--- config.mk ---
export PLATFORM = sky130hd
export DESIGN_NAME = mcu_transfer_control_decoder
export DESIGN_NICKNAME = d
export VERILOG_FILES = /design/src/logic/xfer_ctl_pkg.sv /design/src/logic/mcu_transfer_control_decoder.sv
export VERILOG_INCLUDE_DIRS = /design/src /design/src/logic
export SDC_FILE = /design/constraint.sdc
export NUM_CORES = 1
export LEC_CHECK = 0
export ABC_AREA = 0
export BUFFER_PORTS_ARGS = -buffer_cell sky130_fd_sc_hd__buf_2
export CAP_MARGIN = 20
export CORE_UTILIZATION = 38
export DETAILED_ROUTE_END_ITERATION = 6
export PLACE_DENSITY_LB_ADDON = 0.05
export RECOVER_POWER = 100
export SETUP_SLACK_MARGIN = 0.2
export SYNTH_ARGS = -nofsm -noshare
export SYNTH_HDL_FRONTEND = slang
export SYNTH_SLANG_ARGS = --single-unit
--- constraint.sdc ---
create_clock -name clk_i -period 4.45 [get_ports clk_i]
set_input_delay 0.6675 -clock clk_i [delete_from_list [all_inputs] [get_ports clk_i]]
set_output_delay 0.6675 -clock clk_i [all_outputs]
set_load 0.05 [all_outputs]
--- src/logic/xfer_ctl_defines.svh ---
// Constants for the transfer and control instruction decoder.
// Assumes inclusion by bare name from the decoder source.
`ifndef XFER_CTL_DEFINES_SVH
`define XFER_CTL_DEFINES_SVH
`define OP_XRD_R0   8'h80
`define OP_XRD_R1   8'h81
`define OP_XWR_R0   8'h90
`define OP_XWR_R1   8'h91
`define OP_LATCH_P1 8'h63
`define OP_LATCH_P2 8'h73
`define OP_PBFLOAT  8'hA2
`define OP_SIGFLOAT 8'hC2
`define OP_RELEASE  8'hE2
`define OP_HALT     8'h01
`define OP_TABLE    8'hA3
`define BYTE_ZERO   8'h00
`define PA_ZERO     11'h000
`define XREG_SEL_BIT 0
`define PC_PAGE_HI   10
`define PC_PAGE_LO   8
`endif

--- src/logic/xfer_ctl_pkg.sv ---
// Types shared by the transfer and control instruction decoder.
// Assumes no surroundings beyond the decoder itself.
package xfer_ctl_pkg;
	typedef enum logic [3:0] {
		ST_FETCH = 4'b0001,
		ST_XRD   = 4'b0010,
		ST_XWR   = 4'b0100,
		ST_TBL   = 4'b1000
	} state_t;
endpackage

--- src/logic/mcu_transfer_control_decoder.sv ---
// Decoder and executor for external moves, table lookup, latch readback, float and halt opcodes.
// Assumes opcodes arrive one per cycle with op_valid_i, and memories answer within the second cycle.
`include "xfer_ctl_defines.svh"
`timescale 1ns/10ps
`default_nettype none
module mcu_transfer_control_decoder (
	// Clock and reset.
	input  wire logic        clk_i,
	input  wire logic        arst_n_i,
	// Instruction stream.
	input  wire logic        op_valid_i,
	input  wire logic [7:0]  opcode_i,
	output logic             op_ready_o,
	// Core state.
	input  wire logic [7:0]  acc_i,
	input  wire logic [7:0]  working_register0_i,
	input  wire logic [7:0]  working_register1_i,
	input  wire logic [10:0] pc_i,
	input  wire logic [7:0]  first_port_latch_i,
	input  wire logic [7:0]  second_port_latch_i,
	output logic             acc_we_o,
	output logic [7:0]       acc_wdata_o,
	// External data memory.
	output logic [7:0]       xmem_addr_o,
	output logic             xmem_rd_o,
	output logic             xmem_wr_o,
	output logic [7:0]       xmem_wdata_o,
	input  wire logic [7:0]  xmem_rdata_i,
	// Program memory.
	output logic [10:0]      pmem_addr_o,
	output logic             pmem_rd_o,
	input  wire logic [7:0]  pmem_rdata_i,
	// Float and halt controls.
	output logic             port_bus_float_o,
	output logic             output_signal_float_o,
	output logic             core_clock_halt_o
);
	logic                  rst_s1_q;
	logic                  rst_n_q;
	xfer_ctl_pkg::state_t  state_q;
	logic                  take;
	logic                  take_rd;
	logic                  take_wr;
	logic                  take_tbl;
	logic                  take_two;
	logic                  take_halt;
	logic                  take_lat1;
	logic                  take_lat2;
	logic                  take_pbf;
	logic                  take_sigf;
	logic                  take_rel;
	logic [7:0]            sel_reg;

	// True for the two external read opcodes.
	function automatic logic is_ext_read(input logic [7:0] op);
		is_ext_read = (op == `OP_XRD_R0) || (op == `OP_XRD_R1);
	endfunction

	// True for the two external write opcodes.
	function automatic logic is_ext_write(input logic [7:0] op);
		is_ext_write = (op == `OP_XWR_R0) || (op == `OP_XWR_R1);
	endfunction

	// True for the program table lookup opcode.
	function automatic logic is_table(input logic [7:0] op);
		is_table = (op == `OP_TABLE);
	endfunction

	// True for every opcode that needs a second cycle.
	function automatic logic is_two_cycle(input logic [7:0] op);
		is_two_cycle = is_ext_read(op) || is_ext_write(op) || is_table(op);
	endfunction

	// Reset release synchroniser; only the second flop feeds the logic.
	always_ff @(posedge clk_i or negedge arst_n_i) begin
		if (!arst_n_i) begin
			rst_s1_q <= 1'b0;
			rst_n_q  <= 1'b0;
		end else begin
			rst_s1_q <= 1'b1;
			rst_n_q  <= rst_s1_q;
		end
	end

	// An opcode is taken only in fetch state while not halted.
	assign take = op_valid_i && (state_q == xfer_ctl_pkg::ST_FETCH) && !core_clock_halt_o;

	// Per-opcode take strobes, so each process tests one plain condition.
	assign take_rd   = take && is_ext_read(opcode_i);
	assign take_wr   = take && is_ext_write(opcode_i);
	assign take_tbl  = take && is_table(opcode_i);
	assign take_two  = take && is_two_cycle(opcode_i);
	assign take_halt = take && (opcode_i == `OP_HALT);
	assign take_lat1 = take && (opcode_i == `OP_LATCH_P1);
	assign take_lat2 = take && (opcode_i == `OP_LATCH_P2);
	assign take_pbf  = take && (opcode_i == `OP_PBFLOAT);
	assign take_sigf = take && (opcode_i == `OP_SIGFLOAT);
	assign take_rel  = take && (opcode_i == `OP_RELEASE);

	// The lowest opcode bit picks which working register holds the address.
	assign sel_reg = opcode_i[`XREG_SEL_BIT] ? working_register1_i : working_register0_i;

	// Sequencer for the two-cycle instructions; every second cycle returns to fetch.
	always_ff @(posedge clk_i or negedge rst_n_q) begin
		if (!rst_n_q) begin
			state_q <= xfer_ctl_pkg::ST_FETCH;
		end else begin
			case (state_q)
				xfer_ctl_pkg::ST_FETCH: begin
					if (take_rd) begin
						state_q <= xfer_ctl_pkg::ST_XRD;
					end else if (take_wr) begin
						state_q <= xfer_ctl_pkg::ST_XWR;
					end else if (take_tbl) begin
						state_q <= xfer_ctl_pkg::ST_TBL;
					end
				end
				xfer_ctl_pkg::ST_XRD: begin
					state_q <= xfer_ctl_pkg::ST_FETCH;
				end
				xfer_ctl_pkg::ST_XWR: begin
					state_q <= xfer_ctl_pkg::ST_FETCH;
				end
				xfer_ctl_pkg::ST_TBL: begin
					state_q <= xfer_ctl_pkg::ST_FETCH;
				end
				default: begin
					state_q <= xfer_ctl_pkg::ST_FETCH;
				end
			endcase
		end
	end

	// Ready drops for the second cycle of a two-cycle opcode and for good once halted.
	// A halt taken this cycle must already pull ready low, since the latch shows it one edge later.
	always_ff @(posedge clk_i or negedge rst_n_q) begin
		if (!rst_n_q) begin
			op_ready_o <= 1'b0;
		end else begin
			op_ready_o <= !core_clock_halt_o && !take_halt && !take_two;
		end
	end

	// External memory strobes are one-cycle pulses in the second cycle.
	always_ff @(posedge clk_i or negedge rst_n_q) begin
		if (!rst_n_q) begin
			xmem_rd_o <= 1'b0;
			xmem_wr_o <= 1'b0;
		end else begin
			xmem_rd_o <= take_rd;
			xmem_wr_o <= take_wr;
		end
	end

	// Address and write data stand from the take until the next take.
	always_ff @(posedge clk_i or negedge rst_n_q) begin
		if (!rst_n_q) begin
			xmem_addr_o  <= `BYTE_ZERO;
			xmem_wdata_o <= `BYTE_ZERO;
		end else if (take) begin
			xmem_addr_o  <= sel_reg;
			xmem_wdata_o <= acc_i;
		end
	end

	// Program memory lookup strobe and address for the table instruction.
	always_ff @(posedge clk_i or negedge rst_n_q) begin
		if (!rst_n_q) begin
			pmem_addr_o <= `PA_ZERO;
			pmem_rd_o   <= 1'b0;
		end else begin
			pmem_rd_o <= take_tbl;
			if (take_tbl) begin
				pmem_addr_o <= {pc_i[`PC_PAGE_HI:`PC_PAGE_LO], acc_i};
			end
		end
	end

	// Accumulator write-back; memories return data during the strobe cycle.
	// Latch readback uses the output latch inputs, never the pin levels.
	always_ff @(posedge clk_i or negedge rst_n_q) begin
		if (!rst_n_q) begin
			acc_we_o    <= 1'b0;
			acc_wdata_o <= `BYTE_ZERO;
		end else if (state_q == xfer_ctl_pkg::ST_XRD) begin
			acc_we_o    <= 1'b1;
			acc_wdata_o <= xmem_rdata_i;
		end else if (state_q == xfer_ctl_pkg::ST_TBL) begin
			acc_we_o    <= 1'b1;
			acc_wdata_o <= pmem_rdata_i;
		end else if (take_lat1) begin
			acc_we_o    <= 1'b1;
			acc_wdata_o <= first_port_latch_i;
		end else if (take_lat2) begin
			acc_we_o    <= 1'b1;
			acc_wdata_o <= second_port_latch_i;
		end else begin
			acc_we_o    <= 1'b0;
		end
	end

	// Port and bus float state, set by its opcode and cleared by the release opcode.
	always_ff @(posedge clk_i or negedge rst_n_q) begin
		if (!rst_n_q) begin
			port_bus_float_o <= 1'b0;
		end else if (take_pbf) begin
			port_bus_float_o <= 1'b1;
		end else if (take_rel) begin
			port_bus_float_o <= 1'b0;
		end
	end

	// Control output float state, set by its opcode and cleared by the release opcode.
	always_ff @(posedge clk_i or negedge rst_n_q) begin
		if (!rst_n_q) begin
			output_signal_float_o <= 1'b0;
		end else if (take_sigf) begin
			output_signal_float_o <= 1'b1;
		end else if (take_rel) begin
			output_signal_float_o <= 1'b0;
		end
	end

	// Halt latch; only reset restarts execution, so a halted core ignores every opcode.
	always_ff @(posedge clk_i or negedge rst_n_q) begin
		if (!rst_n_q) begin
			core_clock_halt_o <= 1'b0;
		end else if (take_halt) begin
			core_clock_halt_o <= 1'b1;
		end
	end
endmodule
`default_nettype wire

==> out/results.ini, run 1 <==
[yosys]
synth_fp_nets=289
syn_avg_cell_area_um2=10.9
muxShareOfSynthArea=0.135
yosysTopAreaCell=dfrtp_1
synth_cell_types=36
syn_inst=211
ys_seq_area_frac=0.535
synth_compound_area_frac=0.0818
yosysTopAreaCellShare=0.524
synth_adder_area_share=0
syn_area_um2=2290
synth_seq_cells=49
synth_top_family_by_area=simple AND/OR/NAND/NOR gates
yosysWarnings=0
synthTopCellsByArea=dfrtp_1 52%, mux2_2 7.4%, mux2i_1 6.1%, nand2_1 5.6%, o21ai_0 2.6%
synth_xor_area_frac=0.00382
synthSimpleGateAreaFrac=0.220

[power_and_ir_drop]
finalPower_mw=0.994
p_leak_nw=1.44
seqPwrFrac=0.500
ir_worst_vdd_v=0.000158
switching_power_mw=0.344
p_comb_frac=0.238
intPower_mw=0.650
powerDensity_nw_per_um2=340
p_clk_frac=0.262
switching_share=0.346

[clock_network]
cts_tree=done
clkTransAtPathRegs_ns=0.09
ctsResizeCount=0
cts.htree.levels=2
cts.sinks=49
cts_setup_buffers=0
cts-root-buf=clkbuf_8
cts_buffers=5
cts_hold_buf=0
clock_path_buffers=2
clk_latency_ns=0.30

[worst_setup_path]
crit_type=reg2reg
rr_worst_depth=4
worstSetupEndpointType=flop
crit_path_max_fanout=13
cp.arrival_ns=3.42
r2r-end=pmem_addr_o[0]
required_ns=4.64
r2r_slack_ns=1.22
r2r-start=state_q[1]
crit_path_start_kind=flop
crit_start=state_q[1]

[global_routing]
overflow=0
gr-usage-all-layers=0.178
grt_max_degree=48
antenna_found_initial=0
grt_pass1_vias=1844
grt_pass1_wl_um=8600

[route]
remaining_drc_errors=0
vias=1936
drt_iter0_drc=51
wirelength_um=5430
wl_per_cell_um=13.8
ant_nets=0
routed_via_density=4.91
firstDrtPassIters=4

[sta]
finalSetupTns_ns=0
tightest_slew_ns=1.66
setup_viol=0
post-route-period-util=0.727
drv_slew=32
max_freq_mhz=309
hold-worst-slack_ns=0.126
layout_min_cycle_time_ns=3.23
fin_skew_ns=0.00478
slew_headroom=-0.104
finalHoldViolCount=0
rsz0062_at_grt=false

[die]
pin_count=121
die_h_um=79.7
core_area_um2=5680
rows=27
start_util=0.404
die_w_um=79.7
die-area_um2=6350

[layout]
diodes=0
most-common-layout-cells=68 x buf_2, 48 x dfrtp_1, 46 x clkbuf_1
final_common_cell=buf_2
num-nets-final=399
stdcell_count=394
final_layout_size_suffix_gt1_frac=0.295
area_delta_synth_final_pct=27.4

[run_status]
violations=capacitance limit, slew limit
outcome=finished, violations left

[placed_design]
io_buffers=112
dp_cells=385
dp_hpwl_um=3990
gp_congestion=0.719

[job]
maxCapViolCount=1

[min_path]
min_path_type=in2async

through the flow:
step	util	area (um2)	worst slack, ns
after floorplan	-	2290	2.49
after global placement	0.512	2900	1.56
after detailed placement	0.512	2900	1.52
after CTS	0.527	2990	1.77
after global routing	0.515	2920	0.880
final	0.515	2920	1.22
synthesized netlist by cell type, drive strengths merged:
library cell,count
conb,1
and3,1
nand3,2
nor4bb,1
dfrtp,48
mux2,15
clkbuf,6
xor2,1
a21oi,5
a31oi,4
o41ai,4
nor2b,2
and4bb,1
nor4b,4
nor3b,1
nand2,34
and4b,2
nor3,4
nand4,5
and2,4
buf,4
a32oi,4
or2,1
o21bai,1
nand2b,2
dfstp,1
o21ai,12
mux2i,14
or3b,1
inv,3
nand3b,8
nor2,15
critical path: stages (launching register included):
cell and delay (ns):
dfrtp_1 0.53, nor4b_1 0.99, and2_0 0.60, nand3_1 0.56
mux2_2 0.44
sequential cells by signal, summed over array words and instances (netlist names):
register               count
pmem_addr_o               11
acc_wdata_o                8
xmem_addr_o                8
xmem_wdata_o               8
state_q                    4
acc_we_o                   1
core_clock_halt_o          1
op_ready_o                 1
output_signal_float_o      1
pmem_rd_o                  1
port_bus_float_o           1
rst_n_q                    1
rst_s1_q                   1
xmem_rd_o                  1
xmem_wr_o                  1
power groups by stage:
stage          Clock, mW  Sequential (mW)  Combinational, mW
3_3_place_gp           0            0.510              0.241
2_1_floorplan          0            0.620             0.0499
4_1_cts            0.274            0.503              0.243
6_report           0.261            0.497              0.236
5_1_grt            0.296            0.503              0.254
3_5_place_dp           0            0.511              0.242
cell families after synthesis:
family	after synthesis
compound gates	30
xor+xnor	1
buf+inv	13
flops	49
mux	29
other cells	1
simple gates	88
worst max path at each step:
stage / endpoint / cells after the start
floorplan: acc_wdata_o[6] / 4
global placement: acc_wdata_o[1] / 5
detailed placement: acc_wdata_o[1] / 5
CTS: pmem_addr_o[0] / 4
global route: acc_wdata_o[7] / 4
finish: pmem_addr_o[0] / 4
layer usage:
| metal | up-vias | global-route usage | wire length (um) |
|---|---|---|---|
| met5 | - | 0 | 0 |
| met4 | 0 | 0.0600 | 71 |
| met3 | 7 | 0.0491 | 424 |
| met2 | 77 | 0.280 | 2450 |
| met1 | 888 | 0.236 | 2490 |
| li1 | 964 | - | - |
cell type report:
cell class | count | area, um2
clock buffer | 6 | 72.6
clock inverter | 2 | 13.8
fill | 571 | 2750
inverter | 3 | 11.3
multi-input combinational | 149 | 998
sequential | 49 | 1230
tap | 72 | 90.1
timing repair buffer | 113 | 509
No activity file was read; power rests on OpenSTA's default activity.
==> run 2, diff against run 1 <==
Clock period 4.45 ns to 3.39 ns, I/O delays scaled along.
==> run 2 against run 1 <==
  * The run still ends with capacitance limit, slew limit left
  * Sequential cell count unchanged
  * First-iteration DRC count rose by 7.8%
  * Utilization increased by 0.77 points
  * Wire length decreased by 2.6%
  * Highest routed layer unchanged
  * Via count up 0.36%
  * Maximum frequency is 34% higher
  * Critical path type unchanged
  * Hold slack better by 0.17 ns
  * Combinational power rose by 32%
  * Clock power grew 30%
==> out/results.ini, run 2 (synthesis results as in run 1) <==
[run_status]
outcome=finished, violations left
violations=capacitance limit, slew limit

[worst_setup_path]
worstSetupEndpointType=flop
crit_path_start_kind=flop
max_stage_delay_ns=0.54  ; -0.45 ns
required_ns=3.57  ; -1.07 ns
cp.arrival_ns=2.59  ; -0.83 ns
cp_slowest_cell=dfrtp_1
crit_chain=nor4b_4 -> and2_1 -> buf_4 -> nand3_1 -> mux2_2
crit_type=reg2reg
crit_path_max_fanout=13  ; unchanged

[placed_design]
dp_hpwl_um=3880  ; -2.9%
dpl_cell_area_um2=2930  ; +0.78%
gp_congestion=0.722  ; +0.40%
io_buffers=112  ; unchanged
dp_cells=388  ; +0.78%

[route]
remaining_drc_errors=0  ; unchanged
vias=1943  ; +0.36%
wl_met3_um=390  ; -8.0%
wirelength_um=5290  ; -2.6%
wl_per_cell_um=13.3  ; -3.6%
firstDrtPassIters=4  ; unchanged
ant_nets=0  ; unchanged
highest-signal-layer=met4
wl_met1_um=2500  ; +0.36%
routed_via_density=4.88  ; -0.65%
drt_iter0_drc=55  ; +7.8%
met2_length_um=2370  ; -3.2%

[global_routing]
antenna_found_initial=0  ; unchanged
grt_pass1_vias=1831  ; -0.70%
overflow=0  ; unchanged
gr-usage-all-layers=0.170  ; -0.00845
grt_max_degree=48  ; unchanged
grt_pass1_wl_um=8370  ; -2.7%

[sta]
rsz0062_at_grt=false
post-route-period-util=0.711  ; -0.0161
finalHoldViolCount=0  ; unchanged
fin_skew_ns=0.00576  ; +0.000976 ns
slew_headroom=-0.0983  ; +0.00600
setup_viol=0  ; unchanged
max_freq_mhz=415  ; +34%
finalSetupTns_ns=0  ; unchanged
drv_slew=31  ; -3.1%
tightest_slew_ns=1.65  ; -0.00900 ns
layout_min_cycle_time_ns=2.41  ; -0.825 ns

[clock_network]
cts.htree.levels=2  ; unchanged
cts_tree=done
clkTransAtPathRegs_ns=0.09  ; about the same
cts_setup_buffers=0  ; unchanged
cts.sinks=49  ; unchanged
cts-root-buf=clkbuf_8
clock_path_buffers=2  ; unchanged
clk_latency_ns=0.29  ; about the same
cts_buffers=5  ; unchanged

[power_and_ir_drop]
finalPower_mw=1.30  ; +31%
p_leak_nw=1.47  ; +2.3%
powerDensity_nw_per_um2=439  ; +29%
ir_worst_vdd_v=0.000217  ; +37%

[die]
die_h_um=79.7  ; unchanged
die-area_um2=6350  ; unchanged
die_w_um=79.7  ; unchanged
pin_count=121  ; unchanged
rows=27  ; unchanged
core_area_um2=5680  ; unchanged
start_util=0.404  ; unchanged

[layout]
top_register=pmem_addr_o
most-common-layout-cells=68 x buf_2, 48 x dfrtp_1, 47 x clkbuf_1
diodes=0  ; unchanged
final_layout_size_suffix_gt1_frac=0.301  ; +0.00558
num-nets-final=403  ; +1.0%
final_common_cell=buf_2
final.fill_count=573  ; +0.35%
post-route-util=0.523  ; +0.00772
final_area_um2=2970  ; +1.5%
largest_reg_flops=11  ; unchanged
stdcell_count=398  ; +1.0%
area_delta_synth_final_pct=29.4

[min_path]
min_path_type=reg2async

[job]
maxCapViolCount=1  ; unchanged

-- run 2: cell count changes in the layout (fill, tap and decap cells not counted) --
| cell | before | now |
|---|---|---|
| and2_0 | 4 | 2 |
| and2_1 | 0 | 2 |
| buf_4 | 0 | 2 |
| clkbuf_1 | 46 | 47 |
| dlygate4sd3_1 | 0 | 1 |
| nor4b_1 | 2 | 1 |
| nor4b_4 | 0 | 1 |
-- run 2: metal layers --
layer,vias up,GRT usage
met2,74,0.273
met4,0,0.0455
met3,4,0.0423
met5,-,0
met1,883,0.228
li1,982,-
-- run 2: critical path, delay by kind of cell (launching register included) --
family,cells,cell delay [ns]
mux,1,0.44
flops,1,0.54
buf+inv,1,0.18
simple gates,3,1.14
-- run 2: area by class of cell --
| class | instances | area [um2] | share of cell area |
|---|---|---|---|
| clock buffers | 6 | 72.6 | 0.0245 |
| clock inverters | 2 | 13.8 | 0.00464 |
| inverters | 3 | 11.3 | 0.00380 |
| multi-input cells | 149 | 1010 | 0.342 |
| flip-flops and latches | 49 | 1230 | 0.414 |
| well taps | 72 | 90.1 | 0.0304 |
| repair buffers | 117 | 538 | 0.181 |
-- run 2: what timing repair did --
item	CTS	global route
gates resized for setup	0	0
hold endpoints to repair	2	0
hold buffers	1	0
-- run 2: path summary, 6_finish.rpt --
path	startpoint	endpoint	slack (ns)	cells after the start
worst max-delay path	state_q[1]	pmem_addr_o[6]	0.98	5
worst min-delay path	rst_n_q	xmem_addr_o[0]	0.29	0
worst max register to register	state_q[1]	pmem_addr_o[6]	0.98	5
worst min register to register	rst_n_q	xmem_addr_o[0]	0.29	0
max in group asynchronous	rst_n_q	acc_wdata_o[1]	1.14	1
min in group clk_i	rst_s1_q	rst_n_q	0.36	0
-- run 2: per-stage QoR --
| stage | hold slack, ns | worst slack [ns] |
|---|---|---|
| 2_1_floorplan | 0.213 | 1.56 |
| 3_3_place_gp | 0.294 | 0.977 |
| 3_5_place_dp | 0.295 | 0.929 |
| 4_1_cts | 0.362 | 0.934 |
| 5_1_grt | 0.367 | 0.684 |
| 6_report | 0.294 | 0.981 |
-- run 2: power breakdown --
group | switching [mW] | total [mW] | internal, mW | leakage, nW
combinational | 0.231 | 0.312 | 0.0818 | 0.800
clock | 0.191 | 0.339 | 0.147 | 0.0456
sequential | 0.0258 | 0.652 | 0.627 | 0.625
